===== src/rtl/spr_pkg.sv =====
// Notes on behaviour
// - unlock write, then sleep-off write within four cycles
// - sleep-off bit becomes active three cycles later
// - sleep-off bit clears itself after three cycles
// - detector off only if sleeping while active
// - sleep entered only with sleep arm set
// - mode field: idle, noise reduction, power-down, standby
// - sleep-off bit settable only through unlock bit
// - variants without feature read both bits zero
// - upper four gating bits read zero
// - bit 3 freezes timer one, resumes intact
// - bit 2 freezes timer zero, resumes intact
// - bit 1 stops serial clock, software reinitialises
// - comparator unusable while converter gated
// - deep sleep disables input buffers except wakeup
// - input disable register bit turns buffer off
// - enabled watchdog keeps running in all sleep
// - reset loads initial values, start at vector
// - ports forced to initial state immediately on reset
// - internal reset stretched by fuse-selected delay
// - gated peripheral frozen, its registers blocked
package spr_pkg;
  localparam logic [3:0] SPR_ADR_PMC  = 4'h0;
  localparam logic [3:0] SPR_ADR_PCG  = 4'h4;
  localparam logic [3:0] SPR_ADR_DID  = 4'h8;
  localparam logic [3:0] SPR_ADR_STAT = 4'hC;
  localparam int SPR_B_SOFF   = 7;
  localparam int SPR_B_ARM    = 5;
  localparam int SPR_B_MODE_H = 4;
  localparam int SPR_B_MODE_L = 3;
  localparam int SPR_B_UNLK   = 2;
  localparam int SPR_B_T1     = 3;
  localparam int SPR_B_T0     = 2;
  localparam int SPR_B_SER    = 1;
  localparam int SPR_B_ADC    = 0;
  localparam logic [7:0] SPR_PMC_RST = 8'h00;
  localparam logic [7:0] SPR_PCG_RST = 8'h00;
  localparam logic [7:0] SPR_PCG_MSK = 8'h0F;
  localparam logic [7:0] SPR_DID_RST = 8'h00;
  localparam logic [2:0] SPR_UNLK_WIN = 3'h4;
  localparam logic [1:0] SPR_SOFF_LIFE = 2'h3;
  typedef enum logic [1:0] {
    SPR_IDLE    = 2'b00,
    SPR_ADCNR   = 2'b01,
    SPR_PWRDOWN = 2'b10,
    SPR_STANDBY = 2'b11
  } spr_mode_type;
  typedef enum logic [1:0] {
    SPR_RUN   = 2'b00,
    SPR_SLEEP = 2'b01,
    SPR_HOLD  = 2'b10
  } spr_state_type;
endpackage


===== src/rtl/spr_ctrl.sv =====
`timescale 1ns/1ns
`default_nettype none
module spr_ctrl #(
  parameter bit          HAS_BOD_OFF = 1'b1,
  parameter logic [15:0] DLY_FAST    = 16'h0010,
  parameter logic [15:0] DLY_MID     = 16'h0400,
  parameter logic [15:0] DLY_SLOW    = 16'h2000,
  parameter logic [15:0] DLY_LONG    = 16'h4000
) (
  input  wire logic        clk_i,
  input  wire logic        rst_i,
  input  wire logic        por_i,
  input  wire logic        ext_rst_i,
  input  wire logic        wdt_rst_i,
  input  wire logic        bod_rst_i,
  input  wire logic [1:0]  startup_time_fuses_i,
  input  wire logic [3:0]  clock_select_fuses_i,
  input  wire logic        wdt_enabled_i,
  input  wire logic        sleep_instr_i,
  input  wire logic        wake_i,
  input  wire logic [7:0]  wake_pin_mask_i,
  input  wire logic [3:0]  wb_adr_i,
  input  wire logic [31:0] wb_dat_i,
  input  wire logic [3:0]  wb_sel_i,
  input  wire logic        wb_we_i,
  input  wire logic        wb_cyc_i,
  input  wire logic        wb_stb_i,
  output logic [31:0]      wb_dat_o,
  output logic             wb_ack_o,
  output logic             wb_err_o,
  output logic             sleeping_o,
  output logic [1:0]       sleep_mode_o,
  output logic             cpu_clk_en_o,
  output logic             io_clk_en_o,
  output logic             adc_clk_en_o,
  output logic             timer_one_clk_en_o,
  output logic             timer_zero_clk_en_o,
  output logic             serial_clk_en_o,
  output logic             converter_clk_en_o,
  output logic             comparator_usable_o,
  output logic             gated_access_block_o,
  output logic [7:0]       input_buf_en_o,
  output logic             brownout_detector_en_o,
  output logic             wdt_run_o,
  output logic             port_reset_o,
  output logic             internal_reset_o,
  output logic             reset_vector_o
);
  // state kept by this block:
  // control byte with sleep arm, mode field and the two guarded bits
  // clock gating byte, only the low nibble is storage
  // input disable byte, one bit per pin buffer
  // unlock window down-counter and age of the sleep-off bit
  // one-cycle active pulse of the sleep-off bit
  // latched detector switch-off for the current sleep period
  // registered bus answer and read data
  // sleep / stretch state and the stretch down-counter
  // everything here is reset by any reset source; the stretch counter loads its fuse length

  logic [7:0] pmc_r, pmc_nxt;
  logic [7:0] pcg_r, pcg_nxt;
  logic [7:0] did_r, did_nxt;
  logic [2:0] unlk_r, unlk_nxt;
  logic [1:0] soff_age_r, soff_age_nxt;
  logic       soff_act_r, soff_act_nxt;
  logic       bod_off_r, bod_off_nxt;
  logic       ack_r, ack_nxt;
  logic       err_r, err_nxt;
  logic [31:0] dat_r, dat_nxt;
  spr_pkg::spr_state_type st_r, st_nxt;
  logic [15:0] dly_r, dly_nxt;
  logic        hold_r, hold_nxt;
  logic        vec_r, vec_nxt;
  logic        any_rst;
  logic        req;
  logic        wr_pmc;
  logic        deep;
  spr_pkg::spr_mode_type mode;

  // address decode shared by read and write paths
  function automatic logic [1:0] spr_dec(input logic [3:0] a);
    if (a == spr_pkg::SPR_ADR_PMC) begin
      spr_dec = 2'h0;
    end else if (a == spr_pkg::SPR_ADR_PCG) begin
      spr_dec = 2'h1;
    end else if (a == spr_pkg::SPR_ADR_DID) begin
      spr_dec = 2'h2;
    end else begin
      spr_dec = 2'h3;
    end
  endfunction


  // stretch length picked from the two fuse groups
  // the xor mapping is arbitrary; only the four lengths matter
  // fuses are sampled every reset cycle, so a late fuse change
  // still lands before the stretch starts counting

  // fuse selection of the stretch length
  function automatic logic [15:0] spr_dly(input logic [1:0] startup_time_fuses, input logic [3:0] cks);
    logic [1:0] s;
    s = startup_time_fuses ^ cks[1:0];
    case (s)
      2'h0:    spr_dly = DLY_FAST;
      2'h1:    spr_dly = DLY_MID;
      2'h2:    spr_dly = DLY_SLOW;
      default: spr_dly = DLY_LONG;
    endcase
  endfunction


  // all reset sources merged into one level
  // purely combinational so the port reset needs no clock edge;
  // the registered state still waits for the next edge
  // a glitch on any source resets the ports, by intent

  assign any_rst = rst_i | por_i | ext_rst_i | wdt_rst_i | bod_rst_i;
  assign req     = wb_cyc_i & wb_stb_i & ~ack_r & ~err_r;
  assign wr_pmc  = req & wb_we_i & wb_sel_i[0] & (spr_dec(wb_adr_i) == 2'h0);
  assign mode    = spr_pkg::spr_mode_type'(pmc_r[spr_pkg::SPR_B_MODE_H:spr_pkg::SPR_B_MODE_L]);


  // timed unlock, in cycles of clk_i:
  // unlock write opens a window of four cycles
  // a set write inside the window sets the sleep-off bit
  // the bit reads one for three cycles, then clears itself
  // as it clears, the active pulse stands for one cycle
  // a sleep instruction sampled on that pulse in power-down or standby turns the detector off
  // a set write after the window closes is dropped silently
  // set wins over the self-clear when both fall in one cycle
  // trade-off: software sees no error for a late write,
  // it must read the bit back if it cares

  // register file, timed unlock and bus answer
  always_comb begin
    pmc_nxt      = pmc_r;
    pcg_nxt      = pcg_r;
    did_nxt      = did_r;
    unlk_nxt     = (unlk_r != 3'h0) ? unlk_r - 3'h1 : 3'h0;
    soff_age_nxt = soff_age_r;
    soff_act_nxt = soff_act_r;
    ack_nxt      = 1'b0;
    err_nxt      = 1'b0;
    dat_nxt      = dat_r;
    // bit self-clears; active three cycles after it is set
    if (pmc_r[spr_pkg::SPR_B_SOFF]) begin
      soff_age_nxt = soff_age_r + 2'h1;
      if (soff_age_r == spr_pkg::SPR_SOFF_LIFE - 2'h1) begin
        soff_act_nxt = 1'b1;
        pmc_nxt[spr_pkg::SPR_B_SOFF] = 1'b0;
        soff_age_nxt = 2'h0;
      end
    end else begin
      soff_act_nxt = 1'b0;
    end
    // one answer per request, one cycle after it is taken
    // unmapped addresses and status writes are refused with err
    // writes need the low byte lane; other lanes are ignored
    if (req) begin
      ack_nxt = (spr_dec(wb_adr_i) != 2'h3) || (wb_adr_i == spr_pkg::SPR_ADR_STAT && !wb_we_i);
      err_nxt = ~ack_nxt;
      if (wb_we_i && wb_sel_i[0]) begin
        if (spr_dec(wb_adr_i) == 2'h0) begin
          pmc_nxt[6:3] = wb_dat_i[6:3];
          pmc_nxt[1:0] = wb_dat_i[1:0];
          if (HAS_BOD_OFF) begin
            if (wb_dat_i[spr_pkg::SPR_B_SOFF] && wb_dat_i[spr_pkg::SPR_B_UNLK]) begin
              unlk_nxt = spr_pkg::SPR_UNLK_WIN;
            end else if (wb_dat_i[spr_pkg::SPR_B_SOFF] && unlk_r != 3'h0) begin
              pmc_nxt[spr_pkg::SPR_B_SOFF] = 1'b1;
              soff_age_nxt = 2'h0;
              unlk_nxt = 3'h0;
            end
            // a bare set with no open window is dropped
            pmc_nxt[spr_pkg::SPR_B_UNLK] = wb_dat_i[spr_pkg::SPR_B_UNLK];
          end
        end else if (spr_dec(wb_adr_i) == 2'h1) begin
          pcg_nxt = wb_dat_i[7:0] & spr_pkg::SPR_PCG_MSK;
        end else if (spr_dec(wb_adr_i) == 2'h2) begin
          did_nxt = wb_dat_i[7:0];
        end
      end
      if (!wb_we_i) begin
        if (spr_dec(wb_adr_i) == 2'h0) begin
          dat_nxt = {24'h000000, pmc_r};
        end else if (spr_dec(wb_adr_i) == 2'h1) begin
          dat_nxt = {24'h000000, pcg_r & spr_pkg::SPR_PCG_MSK};
        end else if (spr_dec(wb_adr_i) == 2'h2) begin
          dat_nxt = {24'h000000, did_r};
        end else begin
          dat_nxt = {27'h0000000, bod_off_r, soff_act_r, hold_r, st_r};
        end
      end
    end
    if (!HAS_BOD_OFF) begin
      pmc_nxt[spr_pkg::SPR_B_SOFF] = 1'b0;
      pmc_nxt[spr_pkg::SPR_B_UNLK] = 1'b0;
    end
  end


  // registers only; the next values come from the block above
  // any source, not just rst_i, clears the register group

  // all state of the register group; reset gives the initial values
  always_ff @(posedge clk_i) begin
    if (any_rst) begin
      pmc_r      <= spr_pkg::SPR_PMC_RST;
      pcg_r      <= spr_pkg::SPR_PCG_RST;
      did_r      <= spr_pkg::SPR_DID_RST;
      unlk_r     <= 3'h0;
      soff_age_r <= 2'h0;
      soff_act_r <= 1'b0;
      ack_r      <= 1'b0;
      err_r      <= 1'b0;
      dat_r      <= 32'h00000000;
    end else begin
      pmc_r      <= pmc_nxt;
      pcg_r      <= pcg_nxt;
      did_r      <= did_nxt;
      unlk_r     <= unlk_nxt;
      soff_age_r <= soff_age_nxt;
      soff_act_r <= soff_act_nxt;
      ack_r      <= ack_nxt;
      err_r      <= err_nxt;
      dat_r      <= dat_nxt;
    end
  end


  // hold: count the stretch down, then pulse the reset vector
  // run: enter sleep only with the arm bit set
  // sleep: leave on a wake event, detector switched back on
  // the detector switch-off is latched at sleep entry, so the
  // short active pulse of the sleep-off bit is enough
  // limitation: wake is taken at once; start-up delays live
  // outside this block

  // sleep and reset stretch state machine
  always_comb begin
    st_nxt      = st_r;
    dly_nxt     = dly_r;
    hold_nxt    = hold_r;
    vec_nxt     = 1'b0;
    bod_off_nxt = bod_off_r;
    case (st_r)
      spr_pkg::SPR_HOLD: begin
        if (dly_r == 16'h0000) begin
          hold_nxt = 1'b0;
          vec_nxt  = 1'b1;
          st_nxt   = spr_pkg::SPR_RUN;
        end else begin
          dly_nxt = dly_r - 16'h0001;
        end
      end
      spr_pkg::SPR_RUN: begin
        if (sleep_instr_i && pmc_r[spr_pkg::SPR_B_ARM]) begin
          st_nxt = spr_pkg::SPR_SLEEP;
          // only deep modes honour the detector switch-off
          bod_off_nxt = soff_act_r &&
                        (mode == spr_pkg::SPR_PWRDOWN || mode == spr_pkg::SPR_STANDBY);
        end
      end
      spr_pkg::SPR_SLEEP: begin
        if (wake_i) begin
          st_nxt      = spr_pkg::SPR_RUN;
          bod_off_nxt = 1'b0;
        end
      end
      default: begin
        st_nxt = spr_pkg::SPR_RUN;
      end
    endcase
  end


  // the stretch starts only after every source has gone low

  // stretch reloads each cycle while any source is active
  always_ff @(posedge clk_i) begin
    if (any_rst) begin
      st_r      <= spr_pkg::SPR_HOLD;
      dly_r     <= spr_dly(startup_time_fuses_i, clock_select_fuses_i);
      hold_r    <= 1'b1;
      vec_r     <= 1'b0;
      bod_off_r <= 1'b0;
    end else begin
      st_r      <= st_nxt;
      dly_r     <= dly_nxt;
      hold_r    <= hold_nxt;
      vec_r     <= vec_nxt;
      bod_off_r <= bod_off_nxt;
    end
  end


  // clock domains while asleep:
  // idle stops only the cpu clock
  // noise reduction also stops the io clock
  // power-down and standby stop io and converter clocks,
  // which is what marks the deep modes for the input buffers
  // awake, every domain runs

  // clock domains per mode
  always_comb begin
    cpu_clk_en_o = ~sleeping_o;
    io_clk_en_o  = 1'b1;
    adc_clk_en_o = 1'b1;
    deep         = 1'b0;
    if (sleeping_o) begin
      case (mode)
        spr_pkg::SPR_IDLE: begin
          io_clk_en_o = 1'b1;
        end
        spr_pkg::SPR_ADCNR: begin
          io_clk_en_o = 1'b0;
        end
        default: begin
          // standby chosen without a crystal still behaves as power-down here
          io_clk_en_o  = 1'b0;
          adc_clk_en_o = 1'b0;
          deep         = 1'b1;
        end
      endcase
    end
  end

  assign sleeping_o   = (st_r == spr_pkg::SPR_SLEEP);
  assign sleep_mode_o = mode;


  // per-peripheral gating on top of the mode clocks
  // software must stop the converter itself before gating it;
  // this block does not check that
  // the access block flag lets the bus fabric refuse accesses
  // to any peripheral whose gating bit is set; mode clock stops do not raise it

  // gating leaves peripheral state intact, so clearing resumes it
  assign timer_one_clk_en_o  = io_clk_en_o & ~pcg_r[spr_pkg::SPR_B_T1];
  assign timer_zero_clk_en_o = io_clk_en_o & ~pcg_r[spr_pkg::SPR_B_T0];
  assign serial_clk_en_o     = io_clk_en_o & ~pcg_r[spr_pkg::SPR_B_SER];
  assign converter_clk_en_o  = adc_clk_en_o & ~pcg_r[spr_pkg::SPR_B_ADC];
  assign comparator_usable_o = ~pcg_r[spr_pkg::SPR_B_ADC];
  assign gated_access_block_o = |pcg_r[3:0];

  // wake pins stay live even in deep sleep
  assign input_buf_en_o = ~did_r & (deep ? wake_pin_mask_i : 8'hFF);


  // detector, watchdog and reset outputs
  // watchdog is passed through so sleep never stops it
  // internal reset covers both the sources and the stretch

  assign brownout_detector_en_o = ~bod_off_r;
  assign wdt_run_o        = wdt_enabled_i;
  assign port_reset_o     = any_rst;
  assign internal_reset_o = hold_r | any_rst;
  assign reset_vector_o   = vec_r;
  assign wb_ack_o = ack_r;
  assign wb_err_o = err_r;
  assign wb_dat_o = dat_r;
endmodule
`default_nettype wire


===== config.mk =====
export PLATFORM = sky130hd
export DESIGN_NAME = spr_ctrl
export DESIGN_NICKNAME = d
export VERILOG_FILES = /design/src/rtl/spr_pkg.sv /design/src/rtl/spr_ctrl.sv
export SDC_FILE = /design/constraint.sdc
export NUM_CORES = 1
export LEC_CHECK = 0
export BUFFER_PORTS_ARGS = -buffer_cell sky130_fd_sc_hd__buf_2
export CAP_MARGIN = 25
export CORE_ASPECT_RATIO = 2
export CORE_MARGIN = 2
export CORE_UTILIZATION = 48
export CTS_CLUSTER_SIZE = 30
export DETAILED_ROUTE_END_ITERATION = 16
export PLACE_DENSITY = 0.81
export RECOVER_POWER = 25
export SLEW_MARGIN = 0
export SYNTH_ARGS = -nofsm -noshare
export SYNTH_HDL_FRONTEND = slang
export SYNTH_SLANG_ARGS = --single-unit

===== constraint.sdc =====
create_clock -name clk_i -period 2.8 [get_ports clk_i]
set_input_delay 0.14 -clock clk_i [delete_from_list [all_inputs] [get_ports clk_i]]
set_output_delay 0.14 -clock clk_i [all_outputs]
set_load 0.01 [all_outputs]

==> results.md, run 1 <==
- First-pass GRT wire length: 10,900 um
- Clock root buffer: clkbuf_16
- Worst hold path type: in -> reg
- Share of flip-flops with an asynchronous set or reset: 0
- Crit-path leading delay family: simple AND/OR/NAND/NOR gates
- Final #Nets: 458
- Crit path cell chain: or4_1, or3_1, nor3_1, o21ai_1, buf_4
- Slew HR: 0.416
- Worst Path Max Fanout: 12
- Slew Viols, Final: 0
- Commonest cells post-synth: nor2_1 (67), dfxtp_1 (41), buf_4 (27), mux2i_1 (27), o21ai_0 (17)
- Placer Congestion: 0.867
- CTS tree: yes
- CTS Buffer Depth: 2
- Tmin final: 2.51 ns
- Final setup TNS: 0 ns
- Slowest stage delay, CP: 0.59 ns
- Vias in the first global route: 2,399
- YS warnings: 0
- Final setup violation count: 0
- Post_cts resized: 0
- Sink Count: 57
- RSZ-0062 raised after global routing: no
- # Post-CTS Setup Buffers: 0
- Peak supply drop: 0.392 mV
- Seq/Total Area, Yosys: 0.447
- Largest net degree at the start of global routing: 22
- Fin. Hold Viols: 0
- Die Ht: 114 um
- Area Overhead vs Synth: 19.3%
- Unique cell type count in the Yosys netlist: 42
- Dpl ws: 0.367 ns
- Final ANT Viol Nets: 0
- Routed WL: 6940 um
- Initial antenna violation count: 0
- Cell Pwr Density: 585 nW/um2
- Tightest Pin Transition: 0.875 ns
- Worst path slowest cell: or4_1
- Syn avg cell area: 9.12 um2
- Via count: 2,535
- Startpoint types: flip-flop
- DR pass1 iterations: 5
- Ports: 125
- Clock insertion delay at the later pin of the skew report: 0.33 ns
- Total GRT Usage: 0.214
- Cts hold-fix bufs: 0
- Leak: 0.00134 uW
- R2R Setup Slk: 0.29 ns
- Main synth FF type: dfxtp_1
- Num rows: 40
- Wire per inst: 15.1 um
- Remaining global-route overflow: 0
- Initial Util: 0.489
- Number of synthesized flops with an enable pin: 16
- Synth area leaders: dfxtp_1 (28%), edfxtp_1 (17%), mux2i_1 (9.3%), nor2_1 (8.6%), buf_4 (7.0%)
- Count leader, synth: nor2_1
- Fmax: 398 MHz
- H-tree Lvls: 3
- Post-layout instance area: 3470 um2
- CTS Buf Count: 9
- Post-DP HPWL: 5160 um
- Buffers added on ports: 69
- Final clock skew: 0.00515 ns
- Endpoint class of the critical path: flip-flop
- Buf+Inv Stages, Crit Path: 1
- Die Footprint: 6740 um2
- DR vias/cell: 5.52
- Crit path kind: reg -> reg
- DRC: 0
- Worst EP required: 2.87 ns
- Final WS setup: 0.288 ns
- Post-Syn Instances: 319
- Outcome: finished clean
- Die Width: 59.1 um
- Dpl cell area: 3240 um2
- ANT cells: 0
- Core Area: 5960 um2
- FF+latch count, synth: 57
- CTS clock-pin slew for the worst setup and hold paths: 0.05 ns
- Critical path arrival: 2.59 ns
- Max-cap violation count: 0
- Final worst-path cycle share: 0.897
- Mapped Area: 2910 um2
- Synth top area share: 0.282
- Synth area leader: dfxtp_1
- DR iter-0 viols: 88
- Layout cells sized above 1: 0.199
==> cell families after synthesis <==
kind of cell | Yosys count | synth area share
buffers and inverters | 50 | 0.101
adders and majority gates | 1 | 0.00430
and+or+nand+nor | 122 | 0.209
xor gates and xnor gates | 10 | 0.0301
muxes | 32 | 0.112
AOI/OAI and AO/OA | 46 | 0.0954
DFF | 57 | 0.447
other | 1 | 0.00129
==> worst reg2reg max path, delay by kind of cell, from the launching register on <==
kind	cells	cell delay [ns]
DFF	1	0.45
buffers and inverters	1	0.26
and+or+nand+nor	3	1.29
AOI/OAI and AO/OA	1	0.25
==> through the flow <==
step / power (uW) / utilization / hold WS (ns) / cells
3_3_place_gp: 1070 / 0.544 / 0.280 / 443
5_1_grt: 2100 / 0.583 / 0.0958 / 459
6_report: 2030 / 0.583 / 0.0678 / 459
2_1_floorplan: 1040 / - / 0.287 / 342
3_5_place_dp: 1080 / 0.544 / 0.280 / 443
4_1_cts: 2030 / 0.589 / 0.0661 / 459
==> power by group <==
group | total [uW] | internal, uW | switching [uW]
Sequential | 877 | 862 | 14.9
Combinational | 188 | 81.5 | 106
Clock | 965 | 614 | 351
==> final cells by class <==
| class | count | area, um2 |
|---|---|---|
| Inverter | 9 | 33.8 |
| Multi-Input combinational cell | 235 | 1410 |
| Timing Repair Buffer | 79 | 384 |
| Clock buffer | 12 | 246 |
| Fill cell | 520 | 2480 |
| Clock inverter | 4 | 20.0 |
| Tap cell | 63 | 78.8 |
| Sequential cell | 57 | 1300 |
==> routing by layer <==
layer  global-route usage  vias to the layer above  routed length (um)
met1                0.205                     1183                2450
met5                    0                        -                   0
met4                0.130                        0                 243
li1                     -                     1221                   -
met2                0.393                      106                3890
met3               0.0463                       25                 358
==> cell usage in the layout (no fill, tap or decap), drive strengths merged, types with 2 or more instances in the layout <==
cell type | netlist | layout
inv | 9 | 9
nand2b | 2 | 2
nor4b | 4 | 4
mux2 | 5 | 5
nor3b | 2 | 2
edfxtp | 16 | 16
or4 | 5 | 5
xnor2 | 6 | 6
nand3b | 2 | 2
clkbuf | 10 | 35
nor3 | 8 | 8
a21boi | 2 | 2
nor4 | 6 | 6
clkinv | 0 | 4
nand2 | 8 | 8
o21ai | 17 | 17
nand3 | 4 | 4
xor2 | 4 | 4
o31ai | 2 | 2
or3 | 8 | 8
mux2i | 27 | 27
a21o | 2 | 2
buf | 31 | 56
a222oi | 4 | 4
a21oi | 15 | 15
conb | 1 | 24
nor2 | 67 | 67
dfxtp | 41 | 41
==> state kept, by name (all words and copies together) (netlist names) <==
signal and count:
bod_off_r 1, did_r 8, dly_r 16, hold_r 1, pcg_r 4, pmc_r 8
reset_vector_o 1, soff_act_r 1, soff_age_r 2, st_r 2, unlk_r 3, wb_ack_o 1
wb_dat_o 8, wb_err_o 1
==> final timing paths <==
path	to	startpoint	depth (start not counted)
max	dly_r[1]	dly_r[9]	5
min	pmc_r[5]	wb_dat_i[5]	3
max reg2reg	dly_r[1]	dly_r[9]	5
min reg2reg	unlk_r[1]	unlk_r[1]	2
(Power assumes the default switching activity.)
==> run 2: changes to the inputs <==
RECOVER_POWER = 50   (was 25)
==> run 2 against run 1 <==
  * Register-to-register slack about the same
  * Highest routed layer unchanged
  * Sequential power about the same
  * Critical path type unchanged
  * Global-route usage unchanged
  * Sequential share of layout area up 0.095 points
  * Non-clock buffer count unchanged
  * First-iteration DRC count down 2.3%
  * Clock skew up 0.00075 ns
  * Worst setup slack better by 0.013 ns
==> results.md, run 2 (same netlist as run 1, synthesis figures left out) <==
- Worst Hold End: pmc_r[5]
- Max-cap violation count: 0 (unchanged)
- Hold Crit Depth: 3 (unchanged)
- Area Overhead vs Synth: 19.0%
- Most frequent cells in the layout: nor2_1 (67), buf_2 (48), dfxtp_1 (41), clkbuf_1 (28), mux2i_1 (27)
- Slew HR: 0.416 (about the same)
- Total GRT Usage: 0.214 (unchanged)
- Hold Path Origin: wb_dat_i[5]
- CTS tree: yes
- Final worst-path cycle share: 0.892 (-0.00478)
- Outcome: finished clean
- FILL cells: 523 (+0.58%)
- Largest net degree at the start of global routing: 22 (unchanged)
- Post-DP HPWL: 5160 um (unchanged)
- Worst Path Max Fanout: 12 (unchanged)
- Commonest non-fill, non-tap cell in the layout: nor2_1
- Initial antenna violation count: 0 (unchanged)
- Final setup violation count: 0 (unchanged)
- Fmax: 400 MHz (+0.54%)
- H-tree Lvls: 3 (unchanged)
- Buffers added on ports: 69 (unchanged)
- DRC: 0 (unchanged)
- Final setup TNS: 0 ns (unchanged)
- Num rows: 40 (unchanged)
- Die Width: 59.1 um (unchanged)
- Startpoint types: flip-flop
- ANT cells: 0 (unchanged)
- Clock insertion delay at the later pin of the skew report: 0.33 ns (about the same)
- Fin. Hold Viols: 0 (unchanged)
- Placer Congestion: 0.867 (unchanged)
- Overall power: 2030 uW (about the same)
- # Post-CTS Setup Buffers: 0 (unchanged)
- RR Endpoint: dly_r[1]
- Clock root buffer: clkbuf_16
- Slew Viols, Final: 0 (unchanged)
- Peak supply drop: 0.392 mV (about the same)
- Vias in the first global route: 2,399 (unchanged)
- CTS clock-pin slew for the worst setup and hold paths: 0.05 ns (about the same)
- Remaining global-route overflow: 0 (unchanged)
- Most flops, register: dly_r
- Layout cells sized above 1: 0.189 (-0.0101)
- Die Footprint: 6740 um2 (unchanged)
- Final #Nets: 458 (unchanged)
- DR vias/cell: 5.49 (-0.55%)
- Via count: 2,521 (-0.55%)
- Cell Pwr Density: 586 nW/um2 (+0.20%)
- Ports: 125 (unchanged)
- Reg-to-Reg Start: dly_r[9]
- Post_cts resized: 0 (unchanged)
- Crit path kind: reg -> reg
- Sink Count: 57 (unchanged)
- Wire per inst: 15.1 um (-0.22%)
- Cts hold-fix bufs: 0 (unchanged)
- Endpoint class of the critical path: flip-flop
- Max reg flops: 16 (unchanged)
- Routed WL: 6920 um (-0.22%)
- Tightest Pin Transition: 0.875 ns (-0.00000161 ns)
- First-pass GRT wire length: 10,900 um (unchanged)
- Critical path arrival: 2.57 ns (-0.02 ns)
- Worst EP required: 2.87 ns (about the same)
- R2R Setup Slk: 0.30 ns (about the same)
- Worst hold path type: in -> reg
- Tmin final: 2.50 ns (-0.0134 ns)
- Leak: 0.00133 uW (-0.58%)
- CTS Buf Count: 9 (unchanged)
- Die Ht: 114 um (unchanged)
- RSZ-0062 raised after global routing: no
- CTS Buffer Depth: 2 (unchanged)
- Final ANT Viol Nets: 0 (unchanged)
- DR pass1 iterations: 6 (+1)
- R2r worst-path depth: 5 (unchanged)
- Core Area: 5960 um2 (unchanged)
- Initial Util: 0.489 (unchanged)
- Final clock skew: 0.00590 ns (+0.000745 ns)
- DR iter-0 viols: 86 (-2.3%)
[run 2: cell types whose count changed in the layout (fill, tap and decap cells not counted), sizes merged]
cell and delta:
clkbuf +3, buf -3
[run 2: worst max-delay path by stage]
stage / start / end / slack (ns) / depth (start not counted)
detailed placement: dly_r[9] / dly_r[1] / 0.37 / 5
CTS: dly_r[9] / dly_r[1] / 0.30 / 5
global placement: dly_r[9] / dly_r[3] / 0.38 / 5
finish: dly_r[9] / dly_r[1] / 0.30 / 5
global route: rst_i / port_reset_o / 0.12 / 7
floorplan: dly_r[9] / dly_r[0] / 0.21 / 4
[run 2: critical path, stage by stage, from the launching register on]
cell and delay [ns]:
edfxtp_1 0.45, or4_1 0.59, or3_1 0.39, nor3_1 0.31, o21ai_1 0.25, buf_4 0.25
[run 2: final cells by class]
type	count	area, um2	area share
multi-input cells	235	1410	0.406
inverters	9	33.8	0.00975
clock buffers	12	246	0.0712
repair buffers	79	375	0.108
flip-flops and latches	57	1300	0.376
well taps	63	78.8	0.0228
clock inverters	4	20.0	0.00578
[run 2: stage by stage]
step                      setup slack, ns  utilization  cell area, um2  hold slack (ns)  std cells
after global placement              0.377        0.544            3240            0.280        443
after CTS                           0.300        0.589            3510           0.0661        459
after detailed placement            0.367        0.544            3240            0.280        443
final                               0.301        0.582            3460           0.0676        459
after floorplan                     0.215            -            3000            0.287        342
after global routing                0.125        0.582            3460           0.0958        459
[run 2: where the power goes]
group | total [uW] | internal (uW) | switching [uW]
registers | 877 | 862 | 14.8
clock network | 967 | 614 | 353
logic | 185 | 79.2 | 106
total | 2030 | 1560 | 473
[run 2: layer usage]
metal	vias up	global-route usage	part of all wire
met4	0	0.130	0.039
met2	107	0.393	0.56
met5	-	0	0
met3	24	0.0463	0.055
li1	1219	-	-
met1	1171	0.205	0.35
